File: src/hdl/pwr_state_pkg.sv
/*
 power state controller package: offsets, reset values, counts, state enum.
 assumes a 40 MHz standby clock.
*/
package pwr_state_pkg;

   // ****************************************
   // clock and timing
   // ****************************************
   localparam int CLK_HZ = 40000000;
   localparam int SHORT_PRESS_S = 4;
   localparam int FORCE_OFF_S = 6;
   localparam int DEBOUNCE_US = 10000;
   localparam int SHORT_PRESS_CYC = SHORT_PRESS_S * CLK_HZ;
   localparam int FORCE_OFF_CYC = FORCE_OFF_S * CLK_HZ;
   localparam int DEBOUNCE_CYC = (DEBOUNCE_US * (CLK_HZ / 1000000));

   // ****************************************
   // register offsets (byte addresses)
   // ****************************************
   localparam logic [7:0] CTRL_OFF = 8'h00;
   localparam logic [7:0] STATUS_OFF = 8'h04;
   localparam logic [7:0] EVENT_OFF = 8'h08;
   localparam logic [7:0] MASK_OFF = 8'h0C;
   localparam logic [7:0] CMD_OFF = 8'h10;

   // ctrl fields
   localparam int CTRL_BTN_SOFTOFF = 0;
   localparam int CTRL_USB_DEEP_EN = 1;
   localparam int CTRL_LAST_OVR_EN = 2;
   localparam int CTRL_LAST_OVR_ON = 3;
   localparam int CTRL_DEEPEST = 4;
   localparam int CTRL_ALARM_EN = 5;
   localparam int CTRL_W = 6;
   localparam logic [CTRL_W-1:0] CTRL_RST = 6'h00;

   // cmd codes written by os
   localparam logic [1:0] CMD_S3 = 2'h1;
   localparam logic [1:0] CMD_S4 = 2'h2;
   localparam logic [1:0] CMD_S5 = 2'h3;

   // event bit positions
   localparam int EV_BTN = 0;
   localparam int EV_RTC = 1;
   localparam int EV_LAN = 2;
   localparam int EV_USB = 3;
   localparam int EV_PCIE = 4;
   localparam int EV_IR = 5;
   localparam int EV_FORCE = 6;
   localparam int EV_ACRET = 7;
   localparam int EV_W = 8;
   localparam logic [EV_W-1:0] MASK_RST = 8'h00;

   localparam logic [1:0] RESP_OKAY = 2'h0;
   localparam logic [1:0] RESP_SLVERR = 2'h2;

   typedef enum logic [2:0] {
      ST_G3,
      ST_S0,
      ST_S3,
      ST_S4,
      ST_S5
   } pwr_state_e;

endpackage : pwr_state_pkg

File: src/hdl/system_power_state_wake_control.sv
/*
 power state and wake controller with axi4-lite register slave.
 assumes async pins come from outside the clock domain; acPresent low is
 mechanical off; sys_clk and rst run from standby power.
*/
`timescale 1ns/100ps

module system_power_state_wake_control #(
   parameter int FORCE_CYC = pwr_state_pkg::FORCE_OFF_CYC,
   parameter int SHORT_CYC = pwr_state_pkg::SHORT_PRESS_CYC,
   parameter int DEB_CYC = pwr_state_pkg::DEBOUNCE_CYC
)(
   input wire logic sys_clk,
   input wire logic rst,
   input wire logic pwrSwitchN,
   input wire logic acPresent,
   input wire logic rtcAlarm,
   input wire logic lanWake,
   input wire logic usbActivity,
   input wire logic pcieWakeN,
   input wire logic consumer_infrared_input,
   input wire logic radioActivity,
   output logic mainPowerEn,
   output logic coldBoot,
   output logic displayOn,
   output logic ledGreen,
   output logic ledAmber,
   output logic standbyLed,
   output logic irq,
   input wire logic [7:0] s_axi_awaddr,
   input wire logic s_axi_awvalid,
   output logic s_axi_awready,
   input wire logic [31:0] s_axi_wdata,
   input wire logic [3:0] s_axi_wstrb,
   input wire logic s_axi_wvalid,
   output logic s_axi_wready,
   output logic [1:0] s_axi_bresp,
   output logic s_axi_bvalid,
   input wire logic s_axi_bready,
   input wire logic [7:0] s_axi_araddr,
   input wire logic s_axi_arvalid,
   output logic s_axi_arready,
   output logic [31:0] s_axi_rdata,
   output logic [1:0] s_axi_rresp,
   output logic s_axi_rvalid,
   input wire logic s_axi_rready
);

   localparam int EW = pwr_state_pkg::EV_W;
   localparam int CW = pwr_state_pkg::CTRL_W;

   initial
   begin
      if (SHORT_CYC < 1 || FORCE_CYC <= SHORT_CYC || DEB_CYC < 1)
         $error("bad press timing parameters");
   end

   // ****************************************
   // input synchronisers
   // ****************************************
   localparam int NS = 7;
   logic [NS-1:0] syncA_ff;
   logic [NS-1:0] syncB_ff;
   wire [NS-1:0] rawIn = {~pwrSwitchN, acPresent, rtcAlarm, lanWake, usbActivity, ~pcieWakeN,
      consumer_infrared_input};

   always_ff @(posedge sys_clk)
   begin
      if (rst)
      begin
         syncA_ff <= '0;
         syncB_ff <= '0;
      end
      else
      begin
         syncA_ff <= rawIn;
         syncB_ff <= syncA_ff;
      end
   end

   wire btnSync = syncB_ff[6];
   wire acOk = syncB_ff[5];
   wire rtcS = syncB_ff[4];
   wire lanS = syncB_ff[3];
   wire usbS = syncB_ff[2];
   wire pcieS = syncB_ff[1];
   wire irS = syncB_ff[0];
   wire radioIgnored = radioActivity & 1'b0;
   // ****************************************
   // switch debounce and hold timer
   // ****************************************
   logic btnDeb_ff;
   logic [31:0] debCnt_ff;
   logic [31:0] holdCnt_ff;
   logic forceDone_ff;
   wire debFlip = (btnSync != btnDeb_ff) && (debCnt_ff >= 32'(DEB_CYC - 1));
   always_ff @(posedge sys_clk)
   begin
      if (rst)
      begin
         btnDeb_ff <= 1'b0;
         debCnt_ff <= 32'h0000_0000;
      end
      else
      begin
         debCnt_ff <= (btnSync == btnDeb_ff || debFlip) ? 32'h0000_0000 : debCnt_ff + 32'h0000_0001;
         if (debFlip)
            btnDeb_ff <= btnSync;
      end
   end
   wire btnRelease = debFlip && btnDeb_ff;
   wire shortPress = btnRelease && !forceDone_ff && (holdCnt_ff < 32'(SHORT_CYC));
   wire forceHit = btnDeb_ff && !forceDone_ff && (holdCnt_ff == 32'(FORCE_CYC - 1));
   always_ff @(posedge sys_clk)
   begin
      if (rst || !btnDeb_ff)
      begin
         holdCnt_ff <= 32'h0000_0000;
         forceDone_ff <= 1'b0;
      end
      else
      begin
         if (!forceDone_ff)
            holdCnt_ff <= holdCnt_ff + 32'h0000_0001;
         if (forceHit)
            forceDone_ff <= 1'b1;
      end
   end
   // ****************************************
   // wake sources
   // ****************************************
   logic [2:0] prev_ff;
   always_ff @(posedge sys_clk)
   begin
      if (rst)
         prev_ff <= 3'h0;
      else
         prev_ff <= {rtcS, lanS, irS};
   end
   wire rtcRise = rtcS & ~prev_ff[2];
   wire lanRise = lanS & ~prev_ff[1];
   wire irRise = irS & ~prev_ff[0];
   pwr_state_pkg::pwr_state_e state_ff;
   pwr_state_pkg::pwr_state_e nxt_state;
   logic [CW-1:0] ctrl_ff;
   logic [EW-1:0] evt_ff;
   logic [EW-1:0] mask_ff;
   logic afterG3_ff;
   logic lastOn_ff;
   logic coldBoot_ff;
   logic displayOn_ff;
   logic [1:0] osCmd;
   logic osCmdValid;
   wire inS3 = state_ff == pwr_state_pkg::ST_S3;
   wire inS4 = state_ff == pwr_state_pkg::ST_S4;
   wire inS5 = state_ff == pwr_state_pkg::ST_S5;
   wire sleeping = inS3 | inS4 | inS5;
   wire deepest = ctrl_ff[pwr_state_pkg::CTRL_DEEPEST] & (inS4 | inS5);
   wire btnWake = sleeping & shortPress;
   wire rtcWake = sleeping & rtcRise & ctrl_ff[pwr_state_pkg::CTRL_ALARM_EN];
   wire lanWakeOk = sleeping & lanRise;
   wire usbWake = usbS & !afterG3_ff & (inS3 | ((inS4 | inS5) & ctrl_ff[pwr_state_pkg::CTRL_USB_DEEP_EN]
      & !deepest));
   wire pcieWake = pcieS & (inS3 | inS4);
   wire irWake = irRise & sleeping & !deepest;
   wire anyWake = btnWake | rtcWake | lanWakeOk | usbWake | pcieWake | irWake | radioIgnored;
   wire onlyRtc = rtcWake & !(btnWake | lanWakeOk | usbWake | pcieWake | irWake);
   wire restoreOn = ctrl_ff[pwr_state_pkg::CTRL_LAST_OVR_EN] ? ctrl_ff[pwr_state_pkg::CTRL_LAST_OVR_ON] : lastOn_ff;
   // ****************************************
   // state machine
   // ****************************************
   always_comb
   begin
      nxt_state = state_ff;
      unique case (state_ff)
         pwr_state_pkg::ST_G3:
            if (acOk)
               nxt_state = restoreOn ? pwr_state_pkg::ST_S0 : pwr_state_pkg::ST_S5;
         pwr_state_pkg::ST_S0:
            if (forceHit)
               nxt_state = pwr_state_pkg::ST_S5;
            else if (shortPress)
               nxt_state = ctrl_ff[pwr_state_pkg::CTRL_BTN_SOFTOFF] ? pwr_state_pkg::ST_S5 : pwr_state_pkg::ST_S3;
            else if (osCmdValid && osCmd == pwr_state_pkg::CMD_S3)
               nxt_state = pwr_state_pkg::ST_S3;
            else if (osCmdValid && osCmd == pwr_state_pkg::CMD_S4)
               nxt_state = pwr_state_pkg::ST_S4;
            else if (osCmdValid && osCmd == pwr_state_pkg::CMD_S5)
               nxt_state = pwr_state_pkg::ST_S5;
         pwr_state_pkg::ST_S3, pwr_state_pkg::ST_S4:
            if (forceHit)
               nxt_state = pwr_state_pkg::ST_S5;
            else if (anyWake)
               nxt_state = pwr_state_pkg::ST_S0;
         pwr_state_pkg::ST_S5:
            if (anyWake)
               nxt_state = pwr_state_pkg::ST_S0;
      endcase
      if (!acOk)
         nxt_state = pwr_state_pkg::ST_G3;
   end
   always_ff @(posedge sys_clk)
   begin
      if (rst)
      begin
         state_ff <= pwr_state_pkg::ST_G3;
         afterG3_ff <= 1'b1;
         lastOn_ff <= 1'b0;
         coldBoot_ff <= 1'b0;
         displayOn_ff <= 1'b0;
      end
      else
      begin
         state_ff <= nxt_state;
         if (state_ff == pwr_state_pkg::ST_G3)
            afterG3_ff <= 1'b1;
         else if (nxt_state == pwr_state_pkg::ST_S0)
            afterG3_ff <= 1'b0;
         if (acOk && state_ff != pwr_state_pkg::ST_G3)
            lastOn_ff <= (state_ff == pwr_state_pkg::ST_S0);
         // cold boot from s5 or g3
         coldBoot_ff <= (nxt_state == pwr_state_pkg::ST_S0) && (inS5 || state_ff == pwr_state_pkg::ST_G3);
         if (nxt_state != pwr_state_pkg::ST_S0)
            displayOn_ff <= 1'b0;
         else if (state_ff != pwr_state_pkg::ST_S0)
            displayOn_ff <= !onlyRtc;
         else if (anyWake || shortPress)
            displayOn_ff <= 1'b1;
      end
   end

   assign mainPowerEn = state_ff == pwr_state_pkg::ST_S0;
   assign ledGreen = state_ff == pwr_state_pkg::ST_S0;
   assign ledAmber = inS3;
   assign standbyLed = acOk;
   assign coldBoot = coldBoot_ff;
   assign displayOn = displayOn_ff;

   // ****************************************
   // axi4-lite slave
   // ****************************************
   logic awHeld_ff;
   logic wHeld_ff;
   logic [7:0] awAddr_ff;
   logic [31:0] wData_ff;
   logic [3:0] wStrb_ff;
   logic bvalid_ff;
   logic rvalid_ff;
   logic [31:0] rdata_ff;
   logic [1:0] rresp_ff;
   logic [1:0] bresp_ff;
   assign s_axi_awready = !awHeld_ff && !bvalid_ff;
   assign s_axi_wready = !wHeld_ff && !bvalid_ff;
   assign s_axi_arready = !rvalid_ff;
   wire wrGo = awHeld_ff && wHeld_ff && !bvalid_ff;
   wire rdGo = s_axi_arvalid && s_axi_arready;
   wire wrCtrl = wrGo && awAddr_ff == pwr_state_pkg::CTRL_OFF && wStrb_ff[0];
   wire wrEvt = wrGo && awAddr_ff == pwr_state_pkg::EVENT_OFF && wStrb_ff[0];
   wire wrMask = wrGo && awAddr_ff == pwr_state_pkg::MASK_OFF && wStrb_ff[0];
   assign osCmdValid = wrGo && awAddr_ff == pwr_state_pkg::CMD_OFF && wStrb_ff[0];
   assign osCmd = wData_ff[1:0];
   wire wrHit = awAddr_ff == pwr_state_pkg::CTRL_OFF || awAddr_ff == pwr_state_pkg::EVENT_OFF
      || awAddr_ff == pwr_state_pkg::MASK_OFF || awAddr_ff == pwr_state_pkg::CMD_OFF
      || awAddr_ff == pwr_state_pkg::STATUS_OFF;
   wire rdHit = s_axi_araddr == pwr_state_pkg::CTRL_OFF || s_axi_araddr == pwr_state_pkg::STATUS_OFF
      || s_axi_araddr == pwr_state_pkg::EVENT_OFF || s_axi_araddr == pwr_state_pkg::MASK_OFF
      || s_axi_araddr == pwr_state_pkg::CMD_OFF;
   wire [31:0] statusWord = {24'h00_0000, afterG3_ff, lastOn_ff, displayOn_ff, acOk, 1'b0, 3'(state_ff)};
   wire [31:0] rdMux = (s_axi_araddr == pwr_state_pkg::CTRL_OFF) ? {26'h000_0000, ctrl_ff}
      : (s_axi_araddr == pwr_state_pkg::STATUS_OFF) ? statusWord
      : (s_axi_araddr == pwr_state_pkg::EVENT_OFF) ? {24'h00_0000, evt_ff}
      : (s_axi_araddr == pwr_state_pkg::MASK_OFF) ? {24'h00_0000, mask_ff}
      : 32'h0000_0000;
   always_ff @(posedge sys_clk)
   begin
      if (rst)
      begin
         awHeld_ff <= 1'b0;
         wHeld_ff <= 1'b0;
         awAddr_ff <= 8'h00;
         wData_ff <= 32'h0000_0000;
         wStrb_ff <= 4'h0;
         bvalid_ff <= 1'b0;
         bresp_ff <= pwr_state_pkg::RESP_OKAY;
      end
      else
      begin
         if (s_axi_awvalid && s_axi_awready)
         begin
            awHeld_ff <= 1'b1;
            awAddr_ff <= s_axi_awaddr;
         end
         if (s_axi_wvalid && s_axi_wready)
         begin
            wHeld_ff <= 1'b1;
            wData_ff <= s_axi_wdata;
            wStrb_ff <= s_axi_wstrb;
         end
         if (wrGo)
         begin
            awHeld_ff <= 1'b0;
            wHeld_ff <= 1'b0;
            bvalid_ff <= 1'b1;
            bresp_ff <= wrHit ? pwr_state_pkg::RESP_OKAY : pwr_state_pkg::RESP_SLVERR;
         end
         else if (s_axi_bready)
            bvalid_ff <= 1'b0;
      end
   end

   always_ff @(posedge sys_clk)
   begin
      if (rst)
      begin
         rvalid_ff <= 1'b0;
         rdata_ff <= 32'h0000_0000;
         rresp_ff <= pwr_state_pkg::RESP_OKAY;
      end
      else if (rdGo)
      begin
         rvalid_ff <= 1'b1;
         rdata_ff <= rdMux;
         rresp_ff <= rdHit ? pwr_state_pkg::RESP_OKAY : pwr_state_pkg::RESP_SLVERR;
      end
      else if (s_axi_rready)
         rvalid_ff <= 1'b0;
   end

   assign s_axi_bvalid = bvalid_ff;
   assign s_axi_bresp = bresp_ff;
   assign s_axi_rvalid = rvalid_ff;
   assign s_axi_rdata = rdata_ff;
   assign s_axi_rresp = rresp_ff;

   // ****************************************
   // control, events and interrupt
   // ****************************************
   wire [EW-1:0] evSet = {(state_ff == pwr_state_pkg::ST_G3) && acOk, forceHit, irWake, pcieWake, usbWake,
      lanWakeOk, rtcWake, btnWake};

   always_ff @(posedge sys_clk)
   begin
      if (rst)
      begin
         ctrl_ff <= pwr_state_pkg::CTRL_RST;
         mask_ff <= pwr_state_pkg::MASK_RST;
         evt_ff <= '0;
      end
      else
      begin
         if (wrCtrl)
            ctrl_ff <= wData_ff[CW-1:0];
         if (wrMask)
            mask_ff <= wData_ff[EW-1:0];
         // set wins over clear
         evt_ff <= (evt_ff & ~(wrEvt ? wData_ff[EW-1:0] : '0)) | evSet;
      end
   end

   assign irq = |(evt_ff & mask_ff);

endmodule : system_power_state_wake_control

File: config.mk
export PLATFORM = sky130hd
export DESIGN_NAME = system_power_state_wake_control
export DESIGN_NICKNAME = d
export VERILOG_FILES = /design/src/hdl/pwr_state_pkg.sv /design/src/hdl/system_power_state_wake_control.sv
export SDC_FILE = /design/constraint.sdc
export NUM_CORES = 1
export LEC_CHECK = 0
export BUFFER_PORTS_ARGS = -buffer_cell sky130_fd_sc_hd__buf_4
export CAP_MARGIN = 20
export CORE_UTILIZATION = 40
export CTS_BUF_LIST = sky130_fd_sc_hd__clkbuf_8
export DETAILED_ROUTE_END_ITERATION = 7
export PLACE_DENSITY = 0.6
export SLEW_MARGIN = 20
export SYNTH_ARGS = -nofsm -noshare
export SYNTH_HDL_FRONTEND = slang
export SYNTH_SLANG_ARGS = --single-unit
File: constraint.sdc
create_clock -name sys_clk -period 2 [get_ports sys_clk]
set_input_delay 0.4 -clock sys_clk [delete_from_list [all_inputs] [get_ports sys_clk]]
set_output_delay 0.4 -clock sys_clk [all_outputs]
set_load 0.01 [all_outputs]
* Word level (Yosys, flattened, before mapping)
Index checks and enable logic that the tools add are counted.
Operators by class: equal/unequal tests 21, reductions and logical operators 62, add/subtract/negate cells 2, $lt $le $gt $ge 2, bitwise logic cells 38, mux-type cells 25
Operators with widths (count):
- $add A32 B1 Y32 const B | 2
- $mux W8 | 5
- $eq A32 B28 Y1 const B | 1
- $eq A8 B4 Y1 const B | 4
- $ge A32 B19 Y1 const B | 1
- $lt A32 B28 Y1 const B | 1
- $mux W3 | 10
- $logic_and A1 B1 Y1 | 27
- $and A1 B1 Y1 | 16
- $and A8 B8 Y8 | 2
- $eq A8 B3 Y1 const B | 2
- $eq A8 B5 Y1 const B | 2
- $logic_not A8 Y1 | 2
- $or A1 B1 Y1 | 13
- $logic_or A1 B1 Y1 | 12
- $pmux W3 S4 | 1
- $logic_not A1 Y1 | 10
- $reduce_or A2 Y1 | 5
- $not A8 Y8 | 1
- $or A8 B8 Y8 | 1
- $reduce_or A8 Y1 | 1
- $mux W1 | 7
- $eq A3 B1 Y1 const B | 2
- $eq A3 B2 Y1 const B | 2
- other kinds (11) | 20
Storage, ports and cells: input bits 67, flip-flop bits (word level) 169, word-level logic and storage cells 175, output and inout port bits 48

* Depth between registers and ports, before layout
Gate-level depths: netlist of run 1.
depth after elaboration 17, mapped depth 9

* Least setup slack after synthesis of run 1
No wires, ideal clock.
kind reg-to-reg, from reg forceDone_ff, to reg afterG3_ff, data required time 1.880 ns, path slack -0.017 ns, stages on the path, launching flop included 10, data arrival time 1.897 ns, path through dfxtp_1 -> buf_2 -> nor4b_4 -> nand4_1 -> o21ai_1 -> and2_4 -> buf_6 -> mux2i_1 -> o211ai_1 -> o31a_1
On the way: cells in the longest elaborated chain, start to end 14
RTL lines:
- start: declaration | line system_power_state_wake_control.sv:95 | logic forceDone_ff;
- start signal: assignment | line system_power_state_wake_control.sv:119 | forceDone_ff <= 1'b0;
- start signal: assignment | line system_power_state_wake_control.sv:126 | forceDone_ff <= 1'b1;
- $logic_not A1 Y1 (*)
- $logic_and A1 B1 Y1 (2 in series) | line system_power_state_wake_control.sv:112 | wire shortPress = btnRelease && !forceDone_ff && (holdCnt_ff < 32'(SHORT_CYC));
- $and A1 B1 Y1 | line system_power_state_wake_control.sv:159 | wire btnWake = sleeping & shortPress;
- $or A1 B1 Y1 (5 in series) | line system_power_state_wake_control.sv:166 | wire anyWake = btnWake | rtcWake | lanWakeOk | usbWake | pcieWake | irWake | radioIgnored;
- $mux W3 | line system_power_state_wake_control.sv:193, system_power_state_wake_control.sv:196
- $mux W3 | line system_power_state_wake_control.sv:191 | if (forceHit)
- $pmux W3 S4 (*) | line system_power_state_wake_control.sv:175 | unique case (state_ff)
- $mux W3 (*) | line system_power_state_wake_control.sv:199 | if (!acOk)
- $eq A3 B1 Y1 (*) | line system_power_state_wake_control.sv:217 | else if (nxt_state == pwr_state_pkg::ST_S0)
- end signal: assignment | line system_power_state_wake_control.sv:207 | afterG3_ff <= 1'b1;
- end signal: assignment | line system_power_state_wake_control.sv:216 | afterG3_ff <= 1'b1;
- end signal: assignment | line system_power_state_wake_control.sv:218 | afterG3_ff <= 1'b0;
- end: declaration | line system_power_state_wake_control.sv:148 | logic afterG3_ff;
Every way passes the cells marked *; elsewhere a longest branch is shown, timed or not. A chain may end at the register's enable or synchronous reset.

* Final worst setup path of run 1
from reg debCnt_ff[18], to reg afterG3_ff
On the way: cells in the longest elaborated chain, start to end 16
RTL lines:
- start: declaration | line system_power_state_wake_control.sv:93 | logic [31:0] debCnt_ff;
- start signal: assignment | line system_power_state_wake_control.sv:106 | debCnt_ff <= (btnSync == btnDeb_ff || debFlip) ? 32'h0000_0000 : debCnt_ff + 32'h0000_0001;
- $ge A32 B19 Y1 (*) | line system_power_state_wake_control.sv:96 | wire debFlip = (btnSync != btnDeb_ff) && (debCnt_ff >= 32'(DEB_CYC - 1));
- $logic_and A1 B1 Y1 (*) | line system_power_state_wake_control.sv:96
- $logic_and A1 B1 Y1 (*) | line system_power_state_wake_control.sv:111 | wire btnRelease = debFlip && btnDeb_ff;
- $logic_and A1 B1 Y1 (*) (2 in series) | line system_power_state_wake_control.sv:112
- $and A1 B1 Y1 | line system_power_state_wake_control.sv:159
- $or A1 B1 Y1 (5 in series) | line system_power_state_wake_control.sv:166
- $mux W3 | line system_power_state_wake_control.sv:193, system_power_state_wake_control.sv:196
- $mux W3 | line system_power_state_wake_control.sv:191
- $pmux W3 S4 (*) | line system_power_state_wake_control.sv:175
- $mux W3 (*) | line system_power_state_wake_control.sv:199
- $eq A3 B1 Y1 (*) | line system_power_state_wake_control.sv:217
Marked as above.

==> results by group, run 1 <==
Layout
  • Fillers: 1415
  • Antenna Cells: 0
  • Synth-to-Final Area Change: 27.9%
  • Nets@finish: 935
  • Post-layout util: 52.6%
  • Post-Layout Cell Count: 1067
  • Layout cells sized above 1: 26.1%

Die
  • Num rows: 45
  • Starting Density: 41.1%
  • Die ar.: 0.0161 sq mm
  • I/O pins: 115
  • Die X-Extent: 127 um
  • Die Ht: 127 um
  • Core box area: 0.0152 sq mm

STA
  • Worst Skew: 13.0 ps
  • Max Slew Vio Count: 0
  • Final worst setup slack: -49.1 ps
  • Top achievable clock speed: 0.488 GHz
  • Fin crit share: 102%
  • Count of final hold-check violations: 0
  • Final min period: 2050 ps
  • RSZ-0062 raised after global routing: true
  • Final setup viols: 4

Global route
  • Met1 usage: 24.1%
  • All-Layer GR Usage: 18.6%
  • Largest net degree at the start of global routing: 53
  • GRT Max-Usage Layer: met2
  • GR Layer Usage met3: 3.64%
  • Met2 Usage GRT: 31.1%
  • Overflow after GRT: 0
  • First-pass GRT wire length: 24.2 mm
  • Initial antenna violation count: 0
  • Vias in the first global route: 5027

Drt
  • ANT nets after route: 0
  • Drt total wl: 14.4 mm
  • Initial DRC count: 207
  • Wire per inst: 13.5 um
  • First-pass detailed-route iteration total: 4
  • Drt via density: 5.00
  • Via count: 5333
  • Number of remaining DRC errors: 0

Power
  • Cell internal pwr: 0.00419 W
  • Pwr/cell area: 696 mW/mm^2
  • Clk pwr share: 40.9%
  • Leakage: 3.13 nW
  • Net Sw Frac: 24.7%
  • Combinational share of power: 6.0%
  • VDD IR max: 0.000469 V
  • Total Power: 0.00556 W
  • Net Switching: 0.00137 W
  • Seq pwr share: 53.1%

Synthesis
  • Syn Std Cell Area: 0.00625 sq mm
  • Ys flop type: dfxtp_1
  • Syn avg cell area: 8.74 sq um
  • Ys async rst share: 0%
  • Cell variety after synth: 63
  • Synth Instances: 715
  • #FFs+latches synth: 143
  • Post-synth EDFFs: 0
  • Ys Warns: 0
  • Seq/Total Area, Yosys: 45.8%

Setup path
  • Cells along the critical path: nand4_1 -> nor4b_2 -> buf_4 -> a211o_1 -> buf_4 -> a21oi_1 -> a21oi_1 -> nor2_1 -> o31a_1
  • Slowest CP cell: dfxtp_2
  • Setup crit end kind: flip-flop
  • CP top delay family: compound AO/OA/AOI/OAI gates
  • CP peak stage delay: 340 ps
  • CP startpoint kind: flip-flop
  • Reg-to-Reg Start: debCnt_ff[18]
  • Worst EP arrival: 2390 ps
  • R2r setup slk: -50 ps
  • FF-to-FF path depth: 9
  • Crit path buf inv count: 2
  • Crit-path max FO: 2
  • Critical path class: reg2reg
  • Reg-to-reg endpoint: afterG3_ff
  • CP required: 2340 ps

Clock tree
  • CTS Buffer Depth: 2
  • CTS sink cnt: 143
  • H-tree levels: 4
  • CTS tree: built
  • Num CTS Buffers: 17
  • Clock Latency Late Sink: 440 ps
  • Clock Pin Slew Worst Setup and Hold Paths: 90 ps
  • Clk root buf: clkbuf_8

Hold path
  • Hold path endpoint: syncA_ff[1]
  • Worst Hold Launch: pcieWakeN
  • Hold WC Path Type: in2reg
  • Hold Path Depth: 2

Placed design
  • Routability cong.: 0.870
  • Cells after DPL: 1028
  • IO Port Bufs: 60
  • Dpl hpwl: 10.6 mm

Status
  • Failing checks: negative setup slack
  • Status: complete, but fails checks

Flow run
  • MaxCap Viol Count: 0
layer usage:
layer	vias up	part of all wire (%)	wire, um
met3	14	3.7	529
li1	2721	-	-
met4	0	1.3	185
met2	114	49	7040
met1	2484	46	6640
met5	-	0	0
layout make-up:
type | count | area [sq um] | area share [%]
inverter | 12 | 45.0 | 0.564
multi-input combinational | 545 | 3320 | 41.5
tap | 188 | 235 | 2.94
timing repair buffer | 147 | 1120 | 14.0
sequential | 143 | 2880 | 36.0
clock buffer | 17 | 234 | 2.93
clock inverter | 15 | 160 | 2.00
logic make-up (layout without fill, tap and decap cells):
logic type | after synthesis | count (layout) | synth area share, %
XOR/XNOR | 44 | 44 | 6.17
other | 1 | 39 | 0.0600
multiplexers | 19 | 19 | 4.11
AND/OR/NAND/NOR | 337 | 337 | 27.6
adder cells (fa/ha/maj) | 2 | 2 | 0.400
AO/OA/AOI/OAI | 104 | 104 | 10.1
buffers and inverters | 65 | 191 | 5.75
flip-flops | 143 | 143 | 45.8
flip-flops by register name (all words and copies together), names as in the netlist, 6 cells and up:
signal / flops
syncA_ff: 7
syncB_ff: 7
awAddr_ff: 8
mask_ff: 8
s_axi_rdata: 8
wData_ff: 8
ctrl_ff: 6
holdCnt_ff: 32
evt_ff: 8
debCnt_ff: 32
worst max path at each step:
stage                  startpoint          end  slack [ps]  cells past startpoint
floorplan            debCnt_ff[0]   afterG3_ff           4                      9
global placement    debCnt_ff[17]   afterG3_ff        -100                      8
detailed placement  debCnt_ff[16]  state_ff[1]        -140                      8
CTS                 debCnt_ff[13]     coldBoot         -60                      7
global route        debCnt_ff[18]   afterG3_ff        -190                      9
finish              debCnt_ff[18]   afterG3_ff         -50                      9
per-stage QoR:
step                area (sq um)  setup slack [ps]  hold WS [ps]  TNS (ps)
floorplan                   6390              4.44           414         0
detailed placement          7380              -139           428      -859
CTS                         7880             -64.1          82.1      -217
global placement            7380             -96.7           427      -368
global route                7990              -185          87.6     -1740
finish                      7990             -49.1           110      -101
power groups by stage:
stage          logic [W]  clock network [W]  registers, W
2_1_floorplan   0.000225                  0       0.00301
5_1_grt         0.000372            0.00246       0.00296
3_5_place_dp    0.000327                  0       0.00302
3_3_place_gp    0.000322                  0       0.00301
4_1_cts         0.000329            0.00233       0.00295
6_report        0.000333            0.00227       0.00295
synth_stat cells (2+ instances only):
master    count  area share [%]
a21o_1        2            0.24
buf_4        27             3.2
inv_1        12            0.72
xnor2_1      15             2.1
nor4b_1       2            0.28
o211ai_1      3            0.36
and3_1        5            0.50
dfxtp_1     143              46
nor4_2        2            0.40
nor4_1        9            0.90
nand2_1      90             5.4
or2_2         2            0.20
clkbuf_1     18             1.1
nand4_1      24             2.4
nor4bb_1      5            0.80
o21a_1        2            0.24
a21oi_1      48             3.8
nor4b_2       2            0.48
nand4b_1      2            0.28
nor2_1       96             5.8
and2_1        5            0.50
ha_1          2            0.40
and4b_1       2            0.32
buf_2         4            0.32
mux2i_1      11             1.8
and4_1        5            0.70
o21bai_1      2            0.24
xor2_1       29             4.1
nor3b_1       5            0.60
nand2b_1      5            0.50
a22oi_1      12             1.4
mux4_2        5             1.8
or3_1         6            0.60
a211oi_1      5            0.60
nor2b_1      22             2.2
mux2_2        3            0.54
nor3_1       15             1.2
o31ai_1       2            0.24
nand3_1      26             2.1
o21ai_0      16             1.3
buf_1         2            0.12
cells in the final DEF (no fill, tap or decap), drive strengths merged, types with 5 or more instances in the layout:
cell / count
nor3b: 6
dfxtp: 143
a21oi: 48
nor4: 12
nor2b: 22
and4: 5
mux2i: 11
conb: 39
nor2: 96
inv: 20
or3: 6
xor2: 29
and2: 6
nand2b: 5
and3: 6
o21ai: 18
a211oi: 5
nand4: 24
nor4bb: 5
nand2: 90
nor4b: 5
mux4: 5
nor3: 16
xnor2: 15
a22oi: 12
buf: 147
clkbuf: 17
nand3: 26
repair_timing:
action,4_1_cts,5_1_grt
hold buffers,0,0
setup buffers,3,4
resized for setup,16,26
setup endpoints to repair,12,18
pin swaps,12,17
Power figures use the tool's default switching activity.
==> inputs of run 2 (changes only) <==
- SKIP_CTS_REPAIR_TIMING: not set -> 1
==> results by group, run 2 (synthesized netlist as in run 1, its figures left out) <==
Status
  • Status: complete, but fails checks
  • Failing checks: negative setup slack

Die
  • Starting Density: 41.1% (unchanged)
  • Die X-Extent: 127 um (unchanged)
  • Die Ht: 127 um (unchanged)
  • Core box area: 0.0152 sq mm (unchanged)
  • Num rows: 45 (unchanged)
  • I/O pins: 115 (unchanged)
  • Die ar.: 0.0161 sq mm (unchanged)

Flow run
  • MaxCap Viol Count: 0 (unchanged)

Power
  • VDD IR max: 0.000469 V (about the same)
  • Pwr/cell area: 697 mW/mm^2 (+0.23%)
  • Total Power: 0.00556 W (about the same)
  • Leakage: 3.11 nW (-0.86%)

STA
  • RSZ-0062 raised after global routing: true
  • Final worst setup slack: -55.8 ps (-6.74 ps)
  • Worst Skew: 11.3 ps (-1.71 ps)
  • Top achievable clock speed: 0.486 GHz (-0.33%)
  • Final min period: 2060 ps (+6.74 ps)
  • Setup TNS Final: -177 ps (-75.6 ps)
  • Count of final hold-check violations: 0 (unchanged)
  • Final setup viols: 4 (unchanged)
  • Max Slew Vio Count: 0 (unchanged)
  • Fin crit share: 103% (+0.34 points)

Setup path
  • Worst EP arrival: 2370 ps (-20 ps)
  • Crit-path max FO: 5 (+3)
  • Critical path class: reg2reg
  • Setup crit end kind: flip-flop
  • CP required: 2320 ps (-20 ps)
  • CP startpoint kind: flip-flop

Clock tree
  • CTS tree: built
  • Clk root buf: clkbuf_8
  • Num CTS Buffers: 17 (unchanged)
  • CTS sink cnt: 143 (unchanged)
  • Clock Latency Late Sink: 440 ps (about the same)
  • H-tree levels: 4 (unchanged)
  • CTS Buffer Depth: 2 (unchanged)
  • Clock Pin Slew Worst Setup and Hold Paths: 90 ps (about the same)

Drt
  • Drt total wl: 14.3 mm (-0.63%)
  • Wire per inst: 13.5 um (-0.16%)
  • ANT nets after route: 0 (unchanged)
  • Number of remaining DRC errors: 0 (unchanged)
  • Drt via density: 5.03 (+0.72%)
  • Initial DRC count: 203 (-1.9%)
  • First-pass detailed-route iteration total: 5 (+1)
  • Via count: 5346 (+0.24%)

Placed design
  • Dpl hpwl: 10.6 mm (unchanged)
  • Cells after DPL: 1028 (unchanged)
  • Routability cong.: 0.870 (unchanged)
  • Pre-CTS setup slack: -139 ps (unchanged)
  • IO Port Bufs: 60 (unchanged)

Layout
  • Synth-to-Final Area Change: 27.5%
  • Post-Layout Cell Count: 1062 (-0.47%)
  • Nets@finish: 930 (-0.53%)
  • Most frequent cells in the layout: 139 x buf_4, 131 x dfxtp_1, 94 x nor2_1
  • Fillers: 1430 (+1.1%)
  • Largest regs: debCnt_ff x32, holdCnt_ff x32
  • Most common cell after layout, fill and taps aside: buf_4
  • Antenna Cells: 0 (unchanged)
  • Layout cells sized above 1: 25.7% (-0.31 points)

Global route
  • Overflow after GRT: 0 (unchanged)
  • Vias in the first global route: 4982 (-0.90%)
  • Initial antenna violation count: 0 (unchanged)
  • Largest net degree at the start of global routing: 53 (unchanged)
  • First-pass GRT wire length: 23.9 mm (-1.1%)
  • All-Layer GR Usage: 18.4% (-0.17 points)

Hold path
  • Hold WC Path Type: in2reg
==> run 2: worst max-delay path, cell delays in order (launching register included) <==
cell and delay (ps):
dfxtp_2 360, nor4_4 290, o22ai_1 160, a211o_1 280, and2_4 170, o41a_1 380
o21ai_2 210, nor4_1 80
==> run 2: cell type report <==
type	count	area (sq um)	share of cell area (%)
clock buffers	17	234	2.94
multi-input cells	545	3330	41.7
clock inverters	15	160	2.01
flip-flops and latches	143	2880	36.2
well taps	188	235	2.95
inverters	12	45.0	0.565
repair buffers	142	1090	13.6
==> run 2: per-layer routing <==
layer	share of wire [%]	track usage [%]	vias to the layer above
li1	-	-	2707
met1	46	23.9	2499
met2	49	30.7	126
met3	3.9	3.64	14
met4	1.3	6.30	0
met5	0	0	-
==> run 2: stage by stage <==
| stage | hold slack, ps | cell area, sq um | util, % |
|---|---|---|---|
| 6_report | 114 | 7970 | 52.4 |
| 3_5_place_dp | 428 | 7380 | 48.5 |
| 5_1_grt | 87.6 | 7970 | 52.4 |
| 4_1_cts | 82.1 | 7770 | 51.1 |
| 3_3_place_gp | 427 | 7380 | 48.5 |
| 2_1_floorplan | 414 | 6390 | - |
==> run 2: where the power goes <==
part           total, W  internal, W  switching, W
Sequential      0.00296      0.00291     0.0000453
Clock           0.00227      0.00113       0.00114
Combinational  0.000331     0.000149      0.000182
==> run 2: path summary, 6_finish.rpt <==
check	startpoint	to	slack [ps]	cells after the start
worst max-delay path	debCnt_ff[13]	coldBoot	-60	7
worst min register to register	syncA_ff[3]	syncB_ff[3]	440	1
worst max register to register	debCnt_ff[13]	coldBoot	-60	7
worst min-delay path	pcieWakeN	syncA_ff[1]	110	2
